`src/oss_map.vh`:
```
// Behaviour
// - Codes 0-99 positive, 100-199 negative logic.
// - Any condition routes to terminal or link.
// - Running when frequency at/above starting frequency.
// - Frequency reached when output within tolerance of a nonzero set frequency.
// - Overload alarm while stall prevention active.
// - Frequency detect uses separate reverse threshold.
// - Regen pre-alarm at 85% allowed duty.
// - Thermal pre-alarm 85%, trip at 100%.
// - Ready after reset, while startable or running.
// - Current detect after high level persists.
// - Zero current after low level persists.
// - Lower limit when feedback below limit.
// - Upper limit when feedback above limit.
// - Direction output while loop drives forward.
// - Brake open request when sequence opens brake.
// - Fan fault indication on fan fault.
// - Heatsink pre-alarm near 85% overheat temperature.
// - Power-fail decel latched until released.
// - Loop active while process control operates.
// - Active condition conducts positive, not negative.
`ifndef OSS_MAP_VH
`define OSS_MAP_VH
`define OSS_NUM_TERM     6
`define OSS_NEG_BASE     8'h64
`define OSS_CODE_MAX     8'hc7
`define OSS_NONE_CODE    14'h270f
`define OSS_CODE_RUN     7'h00
`define OSS_CODE_REACH   7'h01
`define OSS_CODE_OVL     7'h03
`define OSS_CODE_FDET    7'h04
`define OSS_CODE_RBPA    7'h07
`define OSS_CODE_THPA    7'h08
`define OSS_CODE_READY   7'h0b
`define OSS_CODE_IDET    7'h0c
`define OSS_CODE_ZDET    7'h0d
`define OSS_CODE_LLIM    7'h0e
`define OSS_CODE_ULIM    7'h0f
`define OSS_CODE_LDIR    7'h10
`define OSS_CODE_BRK     7'h14
`define OSS_CODE_FAN     7'h19
`define OSS_CODE_HSPA    7'h1a
`define OSS_CODE_PFD     7'h2e
`define OSS_CODE_LACT    7'h2f
`define OSS_PREALARM_PCT 8'h55
`define OSS_TRIP_PCT     8'h64
`define OSS_ZERO_TERM    0
`endif

```
`src/oss_term_sel.v`:
```
`timescale 1ns/1ps
`default_nettype none
`include "oss_map.vh"
module oss_term_sel (
    input  wire        clk,
    input  wire        rst,
    input  wire [13:0] sel_code,
    input  wire [16:0] cond,
    output reg         term_on
);
    reg  [6:0] base;
    reg  [7:0] diff;
    reg        known;
    reg        neg;
    reg        valid;
    reg        act;
    reg        term_next;
    always @* begin
        neg   = 1'b0;
        base  = 7'h00;
        valid = 1'b0;
        known = 1'b1;
        // Negative codes reach 199, so the offset is removed on eight bits.
        diff  = sel_code[7:0] - `OSS_NEG_BASE;
        if (sel_code <= {6'h00, `OSS_CODE_MAX}) begin
            valid = 1'b1;
            if (sel_code >= {6'h00, `OSS_NEG_BASE}) begin
                neg  = 1'b1;
                base = diff[6:0];
            end else begin
                base = sel_code[6:0];
            end
        end
        case (base)
            `OSS_CODE_RUN:   act = cond[0];
            `OSS_CODE_REACH: act = cond[1];
            `OSS_CODE_OVL:   act = cond[2];
            `OSS_CODE_FDET:  act = cond[3];
            `OSS_CODE_RBPA:  act = cond[4];
            `OSS_CODE_THPA:  act = cond[5];
            `OSS_CODE_READY: act = cond[6];
            `OSS_CODE_IDET:  act = cond[7];
            `OSS_CODE_ZDET:  act = cond[8];
            `OSS_CODE_LLIM:  act = cond[9];
            `OSS_CODE_ULIM:  act = cond[10];
            `OSS_CODE_LDIR:  act = cond[11];
            `OSS_CODE_BRK:   act = cond[12];
            `OSS_CODE_FAN:   act = cond[13];
            `OSS_CODE_HSPA:  act = cond[14];
            `OSS_CODE_PFD:   act = cond[15];
            `OSS_CODE_LACT:  act = cond[16];
            default: begin
                act   = 1'b0;
                known = 1'b0;
            end
        endcase
        // Unassigned codes leave the terminal off in either polarity.
        term_next = valid & known & (act ^ neg) & (cond[6] | ~neg | act);
        if (!valid) begin
            term_next = 1'b0;
        end
    end
    always @(posedge clk or posedge rst) begin
        if (rst) begin
            term_on <= 1'b0;
        end else begin
            term_on <= term_next;
        end
    end
endmodule
`default_nettype wire

```
`src/oss_selector.v`:
```
`timescale 1ns/1ps
`default_nettype none
`include "oss_map.vh"
module oss_selector (
    input  wire        MCLK,
    input  wire        RST,
    input  wire [13:0] SEL_CODE_0,
    input  wire [13:0] SEL_CODE_1,
    input  wire [13:0] SEL_CODE_2,
    input  wire [13:0] SEL_CODE_3,
    input  wire [13:0] SEL_CODE_4,
    input  wire [13:0] SEL_CODE_5,
    input  wire [15:0] OUT_FREQ,
    input  wire [15:0] START_FREQ,
    input  wire [15:0] SET_FREQ,
    input  wire [15:0] FREQ_TOL,
    input  wire        REVERSE,
    input  wire [15:0] FDET_FWD_LEVEL,
    input  wire [15:0] FDET_REV_LEVEL,
    input  wire        STALL_ACTIVE,
    input  wire [7:0]  REGEN_DUTY_PCT,
    input  wire [7:0]  THERMAL_PCT,
    input  wire        RESET_DONE,
    input  wire        STARTABLE,
    input  wire [15:0] OUT_CURRENT,
    input  wire [15:0] IDET_LEVEL,
    input  wire [15:0] IDET_TIME,
    input  wire [15:0] OUT_POWER,
    input  wire [15:0] ZDET_LEVEL,
    input  wire [15:0] ZDET_TIME,
    input  wire        LOOP_ENABLE,
    input  wire [15:0] LOOP_FEEDBACK,
    input  wire [15:0] LOOP_LOW_LIMIT,
    input  wire [15:0] LOOP_HIGH_LIMIT,
    input  wire        LOOP_FORWARD,
    input  wire        BRAKE_SEQ_EN,
    input  wire        BRAKE_OPEN_CMD,
    input  wire        FAN_FAULT,
    input  wire [7:0]  HEATSINK_PCT,
    input  wire        PF_DECEL_RUN,
    input  wire        PF_RELEASE,
    output wire        OPEN_COLLECTOR_OUTPUT,
    output wire [4:0]  LINK_OUT,
    output reg         THERMAL_TRIP_FAULT,
    output wire [16:0] COND_STATE
);
    reg         run_reg;
    reg         freq_reached_reg;
    reg         overload_alarm_reg;
    reg         freq_detect_reg;
    reg         regen_brake_prealarm_reg;
    reg         thermal_prealarm_reg;
    reg         operation_ready_reg;
    reg         current_detect_reg;
    reg         zero_current_detect_reg;
    reg         loop_lower_limit_reg;
    reg         loop_upper_limit_reg;
    reg         loop_direction_out_reg;
    reg         brake_open_request_reg;
    reg         fan_fault_reg;
    reg         heatsink_prealarm_reg;
    reg         power_fail_decel_reg;
    reg         loop_active_reg;
    wire        run_next;
    wire        freq_reached_next;
    wire        overload_alarm_next;
    wire        freq_detect_next;
    wire        regen_brake_prealarm_next;
    wire        thermal_prealarm_next;
    wire        operation_ready_next;
    wire        current_detect_next;
    wire        zero_current_detect_next;
    wire        loop_lower_limit_next;
    wire        loop_upper_limit_next;
    wire        loop_direction_out_next;
    wire        brake_open_request_next;
    wire        fan_fault_next;
    wire        heatsink_prealarm_next;
    wire        power_fail_decel_next;
    wire        loop_active_next;
    wire        trip_next;
    wire [16:0] cond_vec;
    reg  [15:0] idet_cnt_reg;
    reg  [15:0] zdet_cnt_reg;
    reg         pfd_reg;
    reg  [15:0] fdet_level;
    reg  [15:0] freq_diff;
    wire [83:0] sel_all;
    wire [5:0]  term_on;
    wire        idet_over;
    wire        zdet_under;

    assign sel_all = {SEL_CODE_5, SEL_CODE_4, SEL_CODE_3,
                      SEL_CODE_2, SEL_CODE_1, SEL_CODE_0};
    assign idet_over  = OUT_CURRENT > IDET_LEVEL;
    assign zdet_under = OUT_POWER < ZDET_LEVEL;

    // Persistence timers saturate so a long condition never wraps off.
    always @(posedge MCLK or posedge RST) begin
        if (RST) begin
            idet_cnt_reg <= 16'h0000;
            zdet_cnt_reg <= 16'h0000;
        end else begin
            if (!idet_over) begin
                idet_cnt_reg <= 16'h0000;
            end else if (idet_cnt_reg != 16'hffff) begin
                idet_cnt_reg <= idet_cnt_reg + 16'h0001;
            end
            if (!zdet_under) begin
                zdet_cnt_reg <= 16'h0000;
            end else if (zdet_cnt_reg != 16'hffff) begin
                zdet_cnt_reg <= zdet_cnt_reg + 16'h0001;
            end
        end
    end

    // A new deceleration event wins over a release in the same cycle.
    always @(posedge MCLK or posedge RST) begin
        if (RST) begin
            pfd_reg <= 1'b0;
        end else if (PF_DECEL_RUN) begin
            pfd_reg <= 1'b1;
        end else if (PF_RELEASE) begin
            pfd_reg <= 1'b0;
        end
    end

    // The detect level follows the present rotation direction.
    always @* begin
        fdet_level = REVERSE ? FDET_REV_LEVEL : FDET_FWD_LEVEL;
    end

    // An absolute difference keeps the reached window symmetric about the set point.
    always @* begin
        if (OUT_FREQ > SET_FREQ) begin
            freq_diff = OUT_FREQ - SET_FREQ;
        end else begin
            freq_diff = SET_FREQ - OUT_FREQ;
        end
    end

    // Frequency conditions compare live values with no filtering.
    assign run_next = OUT_FREQ >= START_FREQ;
    assign freq_reached_next = (SET_FREQ != 16'h0000) && (freq_diff <= FREQ_TOL);
    assign freq_detect_next = OUT_FREQ >= fdet_level;

    // Protection conditions; the trip term keeps itself until reset.
    assign overload_alarm_next = STALL_ACTIVE;
    assign regen_brake_prealarm_next = REGEN_DUTY_PCT >= `OSS_PREALARM_PCT;
    assign thermal_prealarm_next = THERMAL_PCT >= `OSS_PREALARM_PCT;
    assign heatsink_prealarm_next = HEATSINK_PCT >= `OSS_PREALARM_PCT;
    assign fan_fault_next = FAN_FAULT;
    assign trip_next = THERMAL_TRIP_FAULT | (THERMAL_PCT >= `OSS_TRIP_PCT);

    // Readiness and the two persistence-filtered current conditions.
    assign operation_ready_next = RESET_DONE & (STARTABLE | run_next);
    assign current_detect_next = idet_over && (idet_cnt_reg > IDET_TIME);
    assign zero_current_detect_next = zdet_under && (zdet_cnt_reg > ZDET_TIME);

    // Loop conditions are only meaningful while process control runs.
    assign loop_lower_limit_next = LOOP_ENABLE && (LOOP_FEEDBACK < LOOP_LOW_LIMIT);
    assign loop_upper_limit_next = LOOP_ENABLE && (LOOP_FEEDBACK > LOOP_HIGH_LIMIT);
    assign loop_direction_out_next = LOOP_ENABLE & LOOP_FORWARD;
    assign loop_active_next = LOOP_ENABLE;

    // Sequence conditions; the event input is folded in so the first cycle is not lost.
    assign brake_open_request_next = BRAKE_SEQ_EN & BRAKE_OPEN_CMD;
    assign power_fail_decel_next = pfd_reg | PF_DECEL_RUN;

    // Each condition has its own flop so a terminal sees one stable level per cycle.
    always @(posedge MCLK or posedge RST) begin
        if (RST) begin
            run_reg <= 1'b0;
        end else begin
            run_reg <= run_next;
        end
    end

    always @(posedge MCLK or posedge RST) begin
        if (RST) begin
            freq_reached_reg <= 1'b0;
        end else begin
            freq_reached_reg <= freq_reached_next;
        end
    end

    always @(posedge MCLK or posedge RST) begin
        if (RST) begin
            freq_detect_reg <= 1'b0;
        end else begin
            freq_detect_reg <= freq_detect_next;
        end
    end

    // Protection flags.
    always @(posedge MCLK or posedge RST) begin
        if (RST) begin
            overload_alarm_reg <= 1'b0;
        end else begin
            overload_alarm_reg <= overload_alarm_next;
        end
    end

    always @(posedge MCLK or posedge RST) begin
        if (RST) begin
            regen_brake_prealarm_reg <= 1'b0;
        end else begin
            regen_brake_prealarm_reg <= regen_brake_prealarm_next;
        end
    end

    always @(posedge MCLK or posedge RST) begin
        if (RST) begin
            thermal_prealarm_reg <= 1'b0;
        end else begin
            thermal_prealarm_reg <= thermal_prealarm_next;
        end
    end

    always @(posedge MCLK or posedge RST) begin
        if (RST) begin
            heatsink_prealarm_reg <= 1'b0;
        end else begin
            heatsink_prealarm_reg <= heatsink_prealarm_next;
        end
    end

    always @(posedge MCLK or posedge RST) begin
        if (RST) begin
            fan_fault_reg <= 1'b0;
        end else begin
            fan_fault_reg <= fan_fault_next;
        end
    end

    always @(posedge MCLK or posedge RST) begin
        if (RST) begin
            THERMAL_TRIP_FAULT <= 1'b0;
        end else begin
            THERMAL_TRIP_FAULT <= trip_next;
        end
    end

    // Readiness and current detection flags.
    always @(posedge MCLK or posedge RST) begin
        if (RST) begin
            operation_ready_reg <= 1'b0;
        end else begin
            operation_ready_reg <= operation_ready_next;
        end
    end

    always @(posedge MCLK or posedge RST) begin
        if (RST) begin
            current_detect_reg <= 1'b0;
        end else begin
            current_detect_reg <= current_detect_next;
        end
    end

    always @(posedge MCLK or posedge RST) begin
        if (RST) begin
            zero_current_detect_reg <= 1'b0;
        end else begin
            zero_current_detect_reg <= zero_current_detect_next;
        end
    end

    // Process loop flags.
    always @(posedge MCLK or posedge RST) begin
        if (RST) begin
            loop_lower_limit_reg <= 1'b0;
        end else begin
            loop_lower_limit_reg <= loop_lower_limit_next;
        end
    end

    always @(posedge MCLK or posedge RST) begin
        if (RST) begin
            loop_upper_limit_reg <= 1'b0;
        end else begin
            loop_upper_limit_reg <= loop_upper_limit_next;
        end
    end

    always @(posedge MCLK or posedge RST) begin
        if (RST) begin
            loop_direction_out_reg <= 1'b0;
        end else begin
            loop_direction_out_reg <= loop_direction_out_next;
        end
    end

    always @(posedge MCLK or posedge RST) begin
        if (RST) begin
            loop_active_reg <= 1'b0;
        end else begin
            loop_active_reg <= loop_active_next;
        end
    end

    // Sequence flags.
    always @(posedge MCLK or posedge RST) begin
        if (RST) begin
            brake_open_request_reg <= 1'b0;
        end else begin
            brake_open_request_reg <= brake_open_request_next;
        end
    end

    always @(posedge MCLK or posedge RST) begin
        if (RST) begin
            power_fail_decel_reg <= 1'b0;
        end else begin
            power_fail_decel_reg <= power_fail_decel_next;
        end
    end

    // The terminal decode indexes this vector, so its bit order must not change.
    assign cond_vec = {loop_active_reg, power_fail_decel_reg, heatsink_prealarm_reg,
                       fan_fault_reg, brake_open_request_reg, loop_direction_out_reg,
                       loop_upper_limit_reg, loop_lower_limit_reg, zero_current_detect_reg,
                       current_detect_reg, operation_ready_reg, thermal_prealarm_reg,
                       regen_brake_prealarm_reg, freq_detect_reg, overload_alarm_reg,
                       freq_reached_reg, run_reg};

    assign COND_STATE = cond_vec;

    // Terminal 0 is the physical output, 1..5 the link virtual outputs.
    genvar gi;
    generate
        for (gi = 0; gi < `OSS_NUM_TERM; gi = gi + 1) begin : g_term
            oss_term_sel u_sel (
                .clk      (MCLK),
                .rst      (RST),
                .sel_code (sel_all[gi*14 +: 14]),
                .cond     (cond_vec),
                .term_on  (term_on[gi])
            );
        end
    endgenerate

    assign OPEN_COLLECTOR_OUTPUT = term_on[`OSS_ZERO_TERM];
    assign LINK_OUT              = term_on[5:1];
endmodule
`default_nettype wire

```
`config.mk`:
```
export PLATFORM = sky130hd
export DESIGN_NAME = oss_selector
export DESIGN_NICKNAME = d
export VERILOG_FILES = /design/src/oss_term_sel.v /design/src/oss_selector.v
export VERILOG_INCLUDE_DIRS = /design/src /design/src/src
export SDC_FILE = /design/constraint.sdc
export NUM_CORES = 1
export LEC_CHECK = 0
export BUFFER_PORTS_ARGS = -buffer_cell sky130_fd_sc_hd__clkbuf_2
export CAP_MARGIN = 20
export CORE_ASPECT_RATIO = 0.75
export CORE_MARGIN = 5
export CORE_UTILIZATION = 43
export CTS_CLUSTER_SIZE = 25
export DETAILED_ROUTE_END_ITERATION = 10
export PLACE_DENSITY = 0.66
export SYNTH_ARGS = -nofsm -noshare
export SYNTH_HDL_FRONTEND = slang
export SYNTH_HIERARCHICAL = 1
export SYNTH_SLANG_ARGS = --single-unit
```
`constraint.sdc`:
```
create_clock -name MCLK -period 2.64 [get_ports MCLK]
set_input_delay 0.132 -clock MCLK [delete_from_list [all_inputs] [get_ports MCLK]]
set_output_delay 0.132 -clock MCLK [all_outputs]
set_load 0.01 [all_outputs]
```
**Yosys cells after proc, flatten, opt, wreduce, memory -nomap -nowiden**

Index checks and enable logic that the tools add are counted.

- Add/sub/neg operators: 10
- Bitwise logic cells: 48
- Reduce and logical (&&, ||, !) cells: 19
- $lt $le $gt $ge: 26
- Equality and inequality tests: 100
- Muxes and demuxes: 56

Operators with widths:

| operator | number |
|---|---|
| $eq 7x4->1 const B | 36 |
| $eq 7x5->1 const B | 24 |
| $pmux 1 s17 | 6 |
| $reduce_or 17->1 | 6 |
| $mux 16 | 6 |
| $eq 7x3->1 const B | 12 |
| $eq 7x6->1 const B | 12 |
| $ge 14x7->1 const B | 6 |
| $le 14x8->1 const B | 6 |
| $mux 7 | 12 |
| $gt 16x16->1 | 5 |
| $eq 7x1->1 const B | 6 |
| $eq 7x2->1 const B | 6 |
| $logic_not 7->1 | 6 |
| $sub 7x7->7 const B | 6 |
| $add 16x1->16 const B | 2 |
| $ge 16x16->1 | 2 |
| $ge 8x7->1 const B | 4 |
| $lt 16x16->1 | 2 |
| $mux 1 | 32 |
| $ne 16x16->1 const B | 2 |
| $sub 16x16->16 | 2 |
| $and 1x1->1 | 21 |
| $le 16x16->1 | 1 |
| other kinds (7) | 36 |

- Logic and storage cells: 286
- Output and inout port bits: 24
- Input bits: 361
- Flip-flop bits (word level): 57

**Depth between registers and ports, before layout**

Gate-level depths: netlist of the first run.

- Depth after elaboration: 10
- Gate-level depth with buffers: 19
- Depth with buffers taken out: 18

**By module**

Netlist of the first run, hierarchy kept.

Modules (own cells, without submodules):

| module | cells an instance | area an instance (µm²) | times used | sequential area each (µm²) |
|---|---|---|---|---|
| oss_selector | 923 | 7572.3 | 1 | 1276.2 |
| oss_term_sel | 124 | 804.5 | 6 | 25.0 |

**Least setup slack after synthesis of the first run**

OpenSTA, ideal clock, no wires.

- Path type: input -> register
- Start: input OUT_FREQ[0]
- End: register freq_reached_reg
- Stages on the path: 18
- Path buffers: 1
- Library setup time: 65 ps
- Required time: 2575 ps
- Slack: -430 ps
- Arrival time: 3005 ps
- Path through: inv_1 > ha_1 > inv_1 > fa_1 > nand3_1 > a21oi_1 > o31a_2 > o21ai_4 > buf_6 > mux2_2 > ha_1 > nor2b_1 > o21ai_0 > nand2b_1 > a21oi_1 > o21ai_0 > a21oi_1 > o21a_1

- Word-level cells in the longest chain between the ends: 4
- Elaborated cells between the ends (all ways): 6
- Classes of those cells: 2 x add/sub; 2 x order compare; 1 x mux; 1 x reduce/logical

RTL lines:

| element | RTL line | RTL |
|---|---|---|
| start: declaration | oss_selector.v:13 | `input wire [15:0] OUT_FREQ,` |
| $sub 16x16->16, or another cell as far along | oss_selector.v:138 | `freq_diff = SET_FREQ - OUT_FREQ;` |
| $mux 16 * | oss_selector.v:135 | `if (OUT_FREQ > SET_FREQ) begin` |
| $le 16x16->1 * | oss_selector.v:144 | `assign freq_reached_next = (SET_FREQ != 16'h0000) && (freq_diff <= FREQ_TOL);` |
| $logic_and 1x1->1 * | oss_selector.v:144 |  |
| via freq_reached_next | oss_selector.v:65 | `wire freq_reached_next;` |
| end signal: assignment | oss_selector.v:183 | `freq_reached_reg <= freq_reached_next;` |
| end: declaration | oss_selector.v:48 | `reg freq_reached_reg;` |

The timed path passes the listed nets; every way through them passes the cells marked *.
A chain may end at the register's enable or synchronous reset.

**Worst setup path in the final report of the first run**

Ends and elaborated chain as after synthesis.

==> key figures, run 1 <==
Drt
  – Via count: about 15000
  – Wire per inst: between 15 and 20 um
  – First drt pass iteration count: 6
  – DRC Markers: 0
  – WL final: ~47000 um
  – Number of DRC markers in iteration 0: between 1000 and 1500
  – ANT nets after route: 0
  – DR vias/cell: approximately 5.7

STA
  – RSZ-0062 raised after global routing: yes
  – Fmax: about 0.36 GHz
  – Fin crit period: 2.81 ns
  – Final setup viols: 1
  – Final Max Slew Viols: 0
  – Final WS setup: -0.170 ns
  – Rel. slew slack: around half
  – Slew @ Worst Pin: approximately 0.74 ns
  – Final Hold Viols: 0
  – Final worst path period share: 106%
  – WHS: between 0.03 and 0.04 ns
  – Skew final: a little over 0.009 ns

Worst hold path
  – Hold Path Cell Cnt: 2
  – Tightest Hold Check Type: in -> reg

Setup path
  – CP peak stage delay: ~0.37 ns
  – Worst-path fanout max: 8
  – WP data required: 2.93 ns
  – WS Path Type: in -> reg
  – Critical path depth: 19
  – Crit path buffers/inverters: 4
  – Family with the most delay on the worst path: compound AO/OA/AOI/OAI gates
  – CP Launch Type: primary input
  – Worst Path Arrival: ~3.1 ns
  – Critical path capture point type: flip-flop
  – R2R depth: 7
  – Slowest cell on the critical path: o31a_2
  – Crit-path cells: buf_8 -> inv_12 -> ha_4 -> inv_2 -> fa_2 -> nand3_2 -> a21oi_2 -> o31a_2 -> o21ai_4 -> buf_12 -> mux2_2 -> ha_1 -> nor2b_1 -> o21ai_1 -> nand2b_1 -> a21oi_2 -> o21ai_1 -> a21oi_1 -> o21a_1

Final layout
  – Non-Filler Instances: between 2000 and 3000
  – Fill cell count: between 2000 and 3000
  – Final Net Count: around 2800
  – Area of the multi-input gates: about 10000 um^2
  – Ant. Diodes: 0
  – Seq. cell area: 1430 um^2
  – Layout area overhead: 34.6%
  – Share of layout cells above drive strength 1: between 30% and 40%

Synthesis
  – Share of the synthesized area in the top cell type: about a fifth
  – Syn_nets: around 2200
  – Commonest cells post-synth: inv_1 (188), ha_1 (187), a21oi_1 (133)
  – Post-Syn Area: 12400 um^2
  – Top cells by area, synth: ha_1 (19%), dfrtp_1 (12%), inv_1 (5.7%), a21oi_1 (5.4%), a21o_1 (3.9%)
  – Yosys reg bits: 57
  – Count leader, synth: inv_1
  – Async S/R FF share, synth: 100%
  – Unique cell type count in the Yosys netlist: 80
  – Seq/Total Area, Yosys: a little under an eighth
  – EDFF count, synth: 0
  – Avg Inst Size Synth: ~7.4 um^2
  – Warnings from Yosys: 6
  – Primary FF master, synth: dfrtp_1
  – Cells after Synth: around 1700
  – Largest area contributor in the netlist: ha_1

Clock network
  – CTS Buffer Depth: 2
  – Num CTS Buffers: 9
  – H-tree Lvls: 3
  – Worst-path clk slew: approximately 0.06 ns
  – Root buf cell: clkbuf_16
  – Worst skew pair latency: between 0.3 and 0.4 ns
  – CTS sink count: 57
  – CTS tree: built

Placed design
  – GP Congestion: 0.959
  – Pre-CTS WS: -0.676 ns
  – Dpl hpwl: between 30000 and 40000 um
  – Inst Count DP: 2579
  – I/O Buffers: around 380

GRT
  – Grt total ovfl: 0
  – Vias in the first global route: around 15000
  – Initial antenna violation count: 5
  – First-pass GRT wire length: ~73000 um
  – Global Route Usage Sum: ~28%
  – Largest net degree at the start of global routing: 24

Pwr
  – Switching power: around 1900 uW
  – Comb pwr share: between 50 and 60%
  – P_leak: ~0.0087 uW
  – Flop pwr share: between 20% and 30%
  – Max VDD drop: approximately 0.25 mV
  – Cell Pwr Density: between 200 and 300 nW/um^2
  – Switching Fraction: between 30% and 40%
  – Int Power: just under 3000 uW
  – Clock power frac: between 20% and 30%

Run status
  – Status: finished, violations left
  – Failing checks: negative setup slack

Floorplanning
  – Die area: about 32000 um^2
  – Die Ht: ~160 um
  – Core footprint: 28200 um^2
  – Die W: between 200 and 250 um
  – Initial core utilization: a little over two fifths
  – I/O pin count: ~390
  – FP Rows: 53

Flow run
  – Max_cap viols: 0
## placed cells by master (no fill, tap or decap), types with 7 or more instances in the layout
cell	n
nor2_1	95
ha_4	7
o21a_1	26
a21oi_1	127
buf_4	215
a211oi_1	31
a2111oi_0	11
clkbuf_2	382
nand4b_1	18
and2_1	17
xnor2_1	30
nand2_1	106
nor4_1	43
xor2_1	19
a31oi_1	14
dfrtp_1	57
nand3_1	52
o21bai_1	10
a21o_1	64
nor2b_1	33
nor3b_1	13
clkbuf_16	9
o21ai_0	80
a21oi_2	10
inv_1	185
and4_1	7
ha_1	179
nor3_1	60
nand3b_1	10
a311oi_1	18
mux2i_1	22
and3_1	22
nand2b_1	18
o31ai_1	7
o211ai_1	10
a221o_1	7
mux2_2	8
nand4_1	35
## through the flow
stage	instance area [um^2]	TNS, ns	util, %	total power (uW)
after floorplan	12500	-0.219	-	2350
after global placement	16000	-0.732	56.8	3330
after detailed placement	16000	-1.02	56.8	3400
after CTS	16500	-0.144	58.4	4840
after global routing	16700	-0.264	59.1	5230
final	16700	-0.170	59.1	4900
## routing by layer
layer	part of all wire, %	global-route usage, %
met1	44	37.8
met2	46	45.6
met3	7.6	4.72
met4	2.1	6.24
met5	0.13	0
## logic make-up (layout without fill, tap and decap cells)
logic type               after synthesis  count (layout)  synth area share [%]
multiplexers                          37              37                  3.67
AND/OR/NAND/NOR                      568             568                  25.5
XOR/XNOR                              49              49                  3.46
flip-flops                            57              57                  11.5
adder cells (fa/ha/maj)              189             189                  19.2
AO/OA/AOI/OAI                        503             503                  27.5
buffers and inverters                264             817                  9.19
## worst reg2reg max path, cell delays in order (launching register included)
cell	delay (ns)
dfrtp_1	0.66
nand3_1	0.14
a211oi_1	0.28
o21bai_1	0.10
a21oi_1	0.13
o31ai_1	0.11
a31o_1	0.24
a211oi_1	0.42
## cell type report
type,count,area share [%]
clock inverters,6,0.585
flip-flops and latches,57,8.55
multi-input cells,1346,60.2
clock buffers,10,1.43
repair buffers,607,21.8
well taps,385,2.89
inverters,194,4.48
## power by group through the flow
stage | sequential, uW | combinational, uW | clock (uW)
after floorplan | 984 | 1370 | 0
after global placement | 1050 | 2280 | 0
after detailed placement | 1050 | 2350 | 0
after CTS | 1040 | 2390 | 1410
after global routing | 1040 | 2750 | 1430
final | 1040 | 2490 | 1370
## timing repair
item                       4_1_cts  5_1_grt
cloned                           0        0
pin swaps                        3       20
hold endpoints to repair        21        0
resized for setup                8       34
setup buffers                    2        3
setup endpoints to repair        1        3
hold buffers                     5        0
## worst paths after layout
check	from	to	slack, ns
max	OUT_FREQ[0]	freq_reached_reg	-0.17
min	LOOP_FORWARD	loop_direction_out_reg	0.04
max reg2reg	operation_ready_reg	g_term[1].u_sel/term_on	0.41
min reg2reg	pfd_reg	pfd_reg	0.49
max in group asynchronous	RST	zdet_cnt_reg[0]	1.39
min in group asynchronous	RST	g_term[1].u_sel/term_on	0.32
No activity file was read; power rests on OpenSTA's default activity.
==> run 2: changes to the inputs <==
--- a/config.mk
+++ b/config.mk
@@ -6,6 +6,7 @@
 export SDC_FILE = /design/constraint.sdc
 export NUM_CORES = 1
 export LEC_CHECK = 0
+export ABC_AREA = 0
 export BUFFER_PORTS_ARGS = -buffer_cell sky130_fd_sc_hd__clkbuf_2
 export CAP_MARGIN = 20
 export CORE_ASPECT_RATIO = 0.75
@@ -14,6 +15,7 @@
 export CTS_CLUSTER_SIZE = 25
 export DETAILED_ROUTE_END_ITERATION = 10
 export PLACE_DENSITY = 0.66
+export SETUP_SLACK_MARGIN = 0.2
 export SYNTH_ARGS = -nofsm -noshare
 export SYNTH_HDL_FRONTEND = slang
 export SYNTH_HIERARCHICAL = 1
==> key figures, run 2 (same netlist as run 1, synthesis figures left out) <==
Pwr
  – Switching power: 1910 uW (was 1920 uW)
  – Clock power frac: 26.5% (was 28.0%)
  – Switching Fraction: 39.8% (was 39.2%)
  – P_leak: 0.00862 uW (was 0.00865 uW)
  – Cell Pwr Density: 287 nW/um^2 (was 294 nW/um^2)
  – Flop pwr share: 21.5% (was 21.2%)
  – Comb pwr share: 52.0% (was 50.7%)
  – Int Power: 2880 uW (was 2980 uW)
  – Max VDD drop: 0.279 mV (was 0.254 mV)

GRT
  – Largest net degree at the start of global routing: 47 (was 24)
  – First-pass GRT wire length: 72500 um (was 73200 um)
  – Initial antenna violation count: 0 (was 5)
  – Grt total ovfl: 0 (unchanged)
  – Vias in the first global route: 14300 (was 14600)
  – Global Route Usage Sum: 27.3% (was 27.5%)

Final layout
  – Share of layout cells above drive strength 1: 31.9% (was 31.5%)
  – Fin util: 59.2% (was 59.1%)
  – Leading cell type in the layout, fill and taps excluded: clkbuf_2 (unchanged)
  – Final Net Count: 2761 (was 2765)
  – Ant. Diodes: 0 (unchanged)
  – Fill cell count: 2602 (was 2688)
  – Layout area overhead: 34.8% (was 34.6%)
  – Most frequent cells in the layout: clkbuf_2 (383), buf_4 (209), inv_1 (185) (was clkbuf_2 (382), buf_4 (215), inv_1 (185))

Floorplanning
  – Initial core utilization: 43.9% (unchanged)
  – I/O pin count: 385 (unchanged)
  – Die W: 206 um (unchanged)
  – Die Ht: 157 um (unchanged)
  – Core footprint: 28200 um^2 (unchanged)
  – Die area: 32400 um^2 (unchanged)
  – FP Rows: 53 (unchanged)

Clock network
  – Root buf cell: clkbuf_16 (unchanged)
  – Worst-path clk slew: 0.06 ns (about the same)
  – CTS sink count: 57 (unchanged)
  – CTS Buffer Depth: 2 (unchanged)
  – CTS tree: built (unchanged)
  – Worst skew pair latency: 0.34 ns (about the same)
  – H-tree Lvls: 3 (unchanged)
  – Num CTS Buffers: 9 (unchanged)

STA
  – RSZ-0062 raised after global routing: yes (unchanged)
  – Final Max Slew Viols: 0 (unchanged)
  – Final setup viols: 1 (unchanged)
  – Rel. slew slack: 44.1% (was 50.9%)
  – Fin crit period: 2.95 ns (was 2.81 ns)
  – Final WS setup: -0.312 ns (was -0.170 ns)
  – Skew final: 0.00865 ns (was 0.00911 ns)
  – Final worst path period share: 112% (was 106%)
  – Fmax: 0.339 GHz (was 0.356 GHz)
  – WHS: 0.0102 ns (was 0.0352 ns)
  – Slew @ Worst Pin: 0.830 ns (was 0.737 ns)
  – Final Hold Viols: 0 (unchanged)

Drt
  – DRC Markers: 0 (unchanged)
  – Wire per inst: 17.7 um (was 17.9 um)
  – Via count: 14800 (was 14900)
  – WL final: 46000 um (was 46600 um)
  – First drt pass iteration count: 5 (was 6)
  – Number of DRC markers in iteration 0: 1337 (was 1131)
  – DR vias/cell: 5.68 (was 5.74)
  – ANT nets after route: 0 (unchanged)

Setup path
  – R2R Setup Slk: 0.60 ns (was 0.41 ns)
  – Slowest cell on the critical path: fa_2 (was o31a_2)
  – WP data required: 2.92 ns (was 2.93 ns)
  – CP peak stage delay: 0.36 ns (was 0.37 ns)
  – WS Path Type: in -> reg (unchanged)
  – R2r startpoint: idet_cnt_reg[3] (was operation_ready_reg)
  – CP Launch Type: primary input (unchanged)
  – Worst-path fanout max: 5 (was 8)
  – Reg-to-Reg End: idet_cnt_reg[7] (was g_term[1].u_sel/term_on)
  – R2R depth: 6 (was 7)
  – Family with the most delay on the worst path: compound AO/OA/AOI/OAI gates (unchanged)
  – Crit path buffers/inverters: 5 (was 4)
  – Crit-path cells: clkbuf_16 -> inv_12 -> ha_4 -> inv_2 -> fa_2 -> nand3_2 -> a21oi_2 -> o31a_2 -> o21ai_4 -> buf_12 -> buf_4 -> mux2_2 -> ha_1 -> nor2b_1 -> o21ai_1 -> nand2b_1 -> a21oi_2 -> o21ai_1 -> a21oi_1 -> o21a_1 (was buf_8 -> inv_12 -> ha_4 -> inv_2 -> fa_2 -> nand3_2 -> a21oi_2 -> o31a_2 -> o21ai_4 -> buf_12 -> mux2_2 -> ha_1 -> nor2b_1 -> o21ai_1 -> nand2b_1 -> a21oi_2 -> o21ai_1 -> a21oi_1 -> o21a_1)
  – Critical path capture point type: flip-flop (unchanged)
  – Worst Path Arrival: 3.23 ns (was 3.10 ns)

Worst hold path
  – Hold Path Cell Cnt: 2 (unchanged)
  – Hold endpoint: heatsink_prealarm_reg (was loop_direction_out_reg)
  – Hold path start: HEATSINK_PCT[7] (was LOOP_FORWARD)
  – Tightest Hold Check Type: in -> reg (unchanged)

Placed design
  – Dpl hpwl: 38700 um (was 39400 um)
  – GP Congestion: 0.946 (was 0.959)
  – I/O Buffers: 384 (unchanged)

Flow run
  – Max_cap viols: 0 (unchanged)

Run status
  – Status: finished, violations left (unchanged)
  – Failing checks: negative setup slack (unchanged)
run 2: repair_timing:
item | 4_1_cts | 5_1_grt
pin swaps | 8 | 9
endpoints found under the setup margin | 1 | 6
hold endpoints to repair | 15 | 0
resized for setup | 17 | 21
hold buffers | 5 | 0
gates cloned | 1 | 0
buffers inserted | 2 | 1
run 2: stage by stage:
stage          cells  setup TNS (ns)  cell area [um^2]  setup slack, ns  power (uW)
2_1_floorplan   1667          -0.219             12500           -0.219        2370
3_3_place_gp    2576          -0.733             16100           -0.612        3350
3_5_place_dp    2576          -0.817             16100           -0.701        3400
4_1_cts         2600          -0.178             16600           -0.178        4760
5_1_grt         2601          -0.486             16700           -0.486        5120
6_report        2601          -0.312             16700           -0.312        4790
run 2: how the worst max path moves through the flow:
stage / start / to / cells after the start / slack [ns]
floorplan: OUT_FREQ[0] / freq_reached_reg / 18 / -0.22
global placement: OUT_FREQ[0] / freq_reached_reg / 19 / -0.61
detailed placement: OUT_FREQ[0] / freq_reached_reg / 20 / -0.70
CTS: OUT_FREQ[0] / freq_reached_reg / 20 / -0.18
global route: OUT_FREQ[0] / freq_reached_reg / 20 / -0.49
finish: OUT_FREQ[0] / freq_reached_reg / 20 / -0.31
run 2: worst reg2reg max path: cells and delay by family, from the launching register on:
kind	cells	cell delay, ns
AND/OR/NAND/NOR	5	1.31
flip-flops	1	0.45
XOR/XNOR	1	0.14
run 2: layout make-up:
cell class              instances  area [um^2]  area share (%)
clock buffers                  10          239            1.43
clock inverters                 6         72.6           0.434
inverters                     194          771            4.61
multi-input cells            1346        10100            60.2
flip-flops and latches         57         1430            8.54
well taps                     385          482            2.88
repair buffers                603         3660            21.9
run 2: metal layers:
metal | vias to the layer above | track usage (%) | share of wire [%]
met4 | 0 | 5.70 | 1.8
li1 | 7268 | - | -
met5 | - | 0 | 0
met1 | 6823 | 38.0 | 45
met3 | 54 | 4.65 | 7.7
met2 | 622 | 44.7 | 45
run 2: power by group through the flow:
| stage | sequential, uW | clock, uW | combinational, uW |
|---|---|---|---|
| detailed placement | 1040 | 0 | 2360 |
| finish | 1030 | 1270 | 2490 |
| global route | 1030 | 1330 | 2770 |
| CTS | 1030 | 1290 | 2440 |
| global placement | 1040 | 0 | 2310 |
| floorplan | 984 | 0 | 1380 |
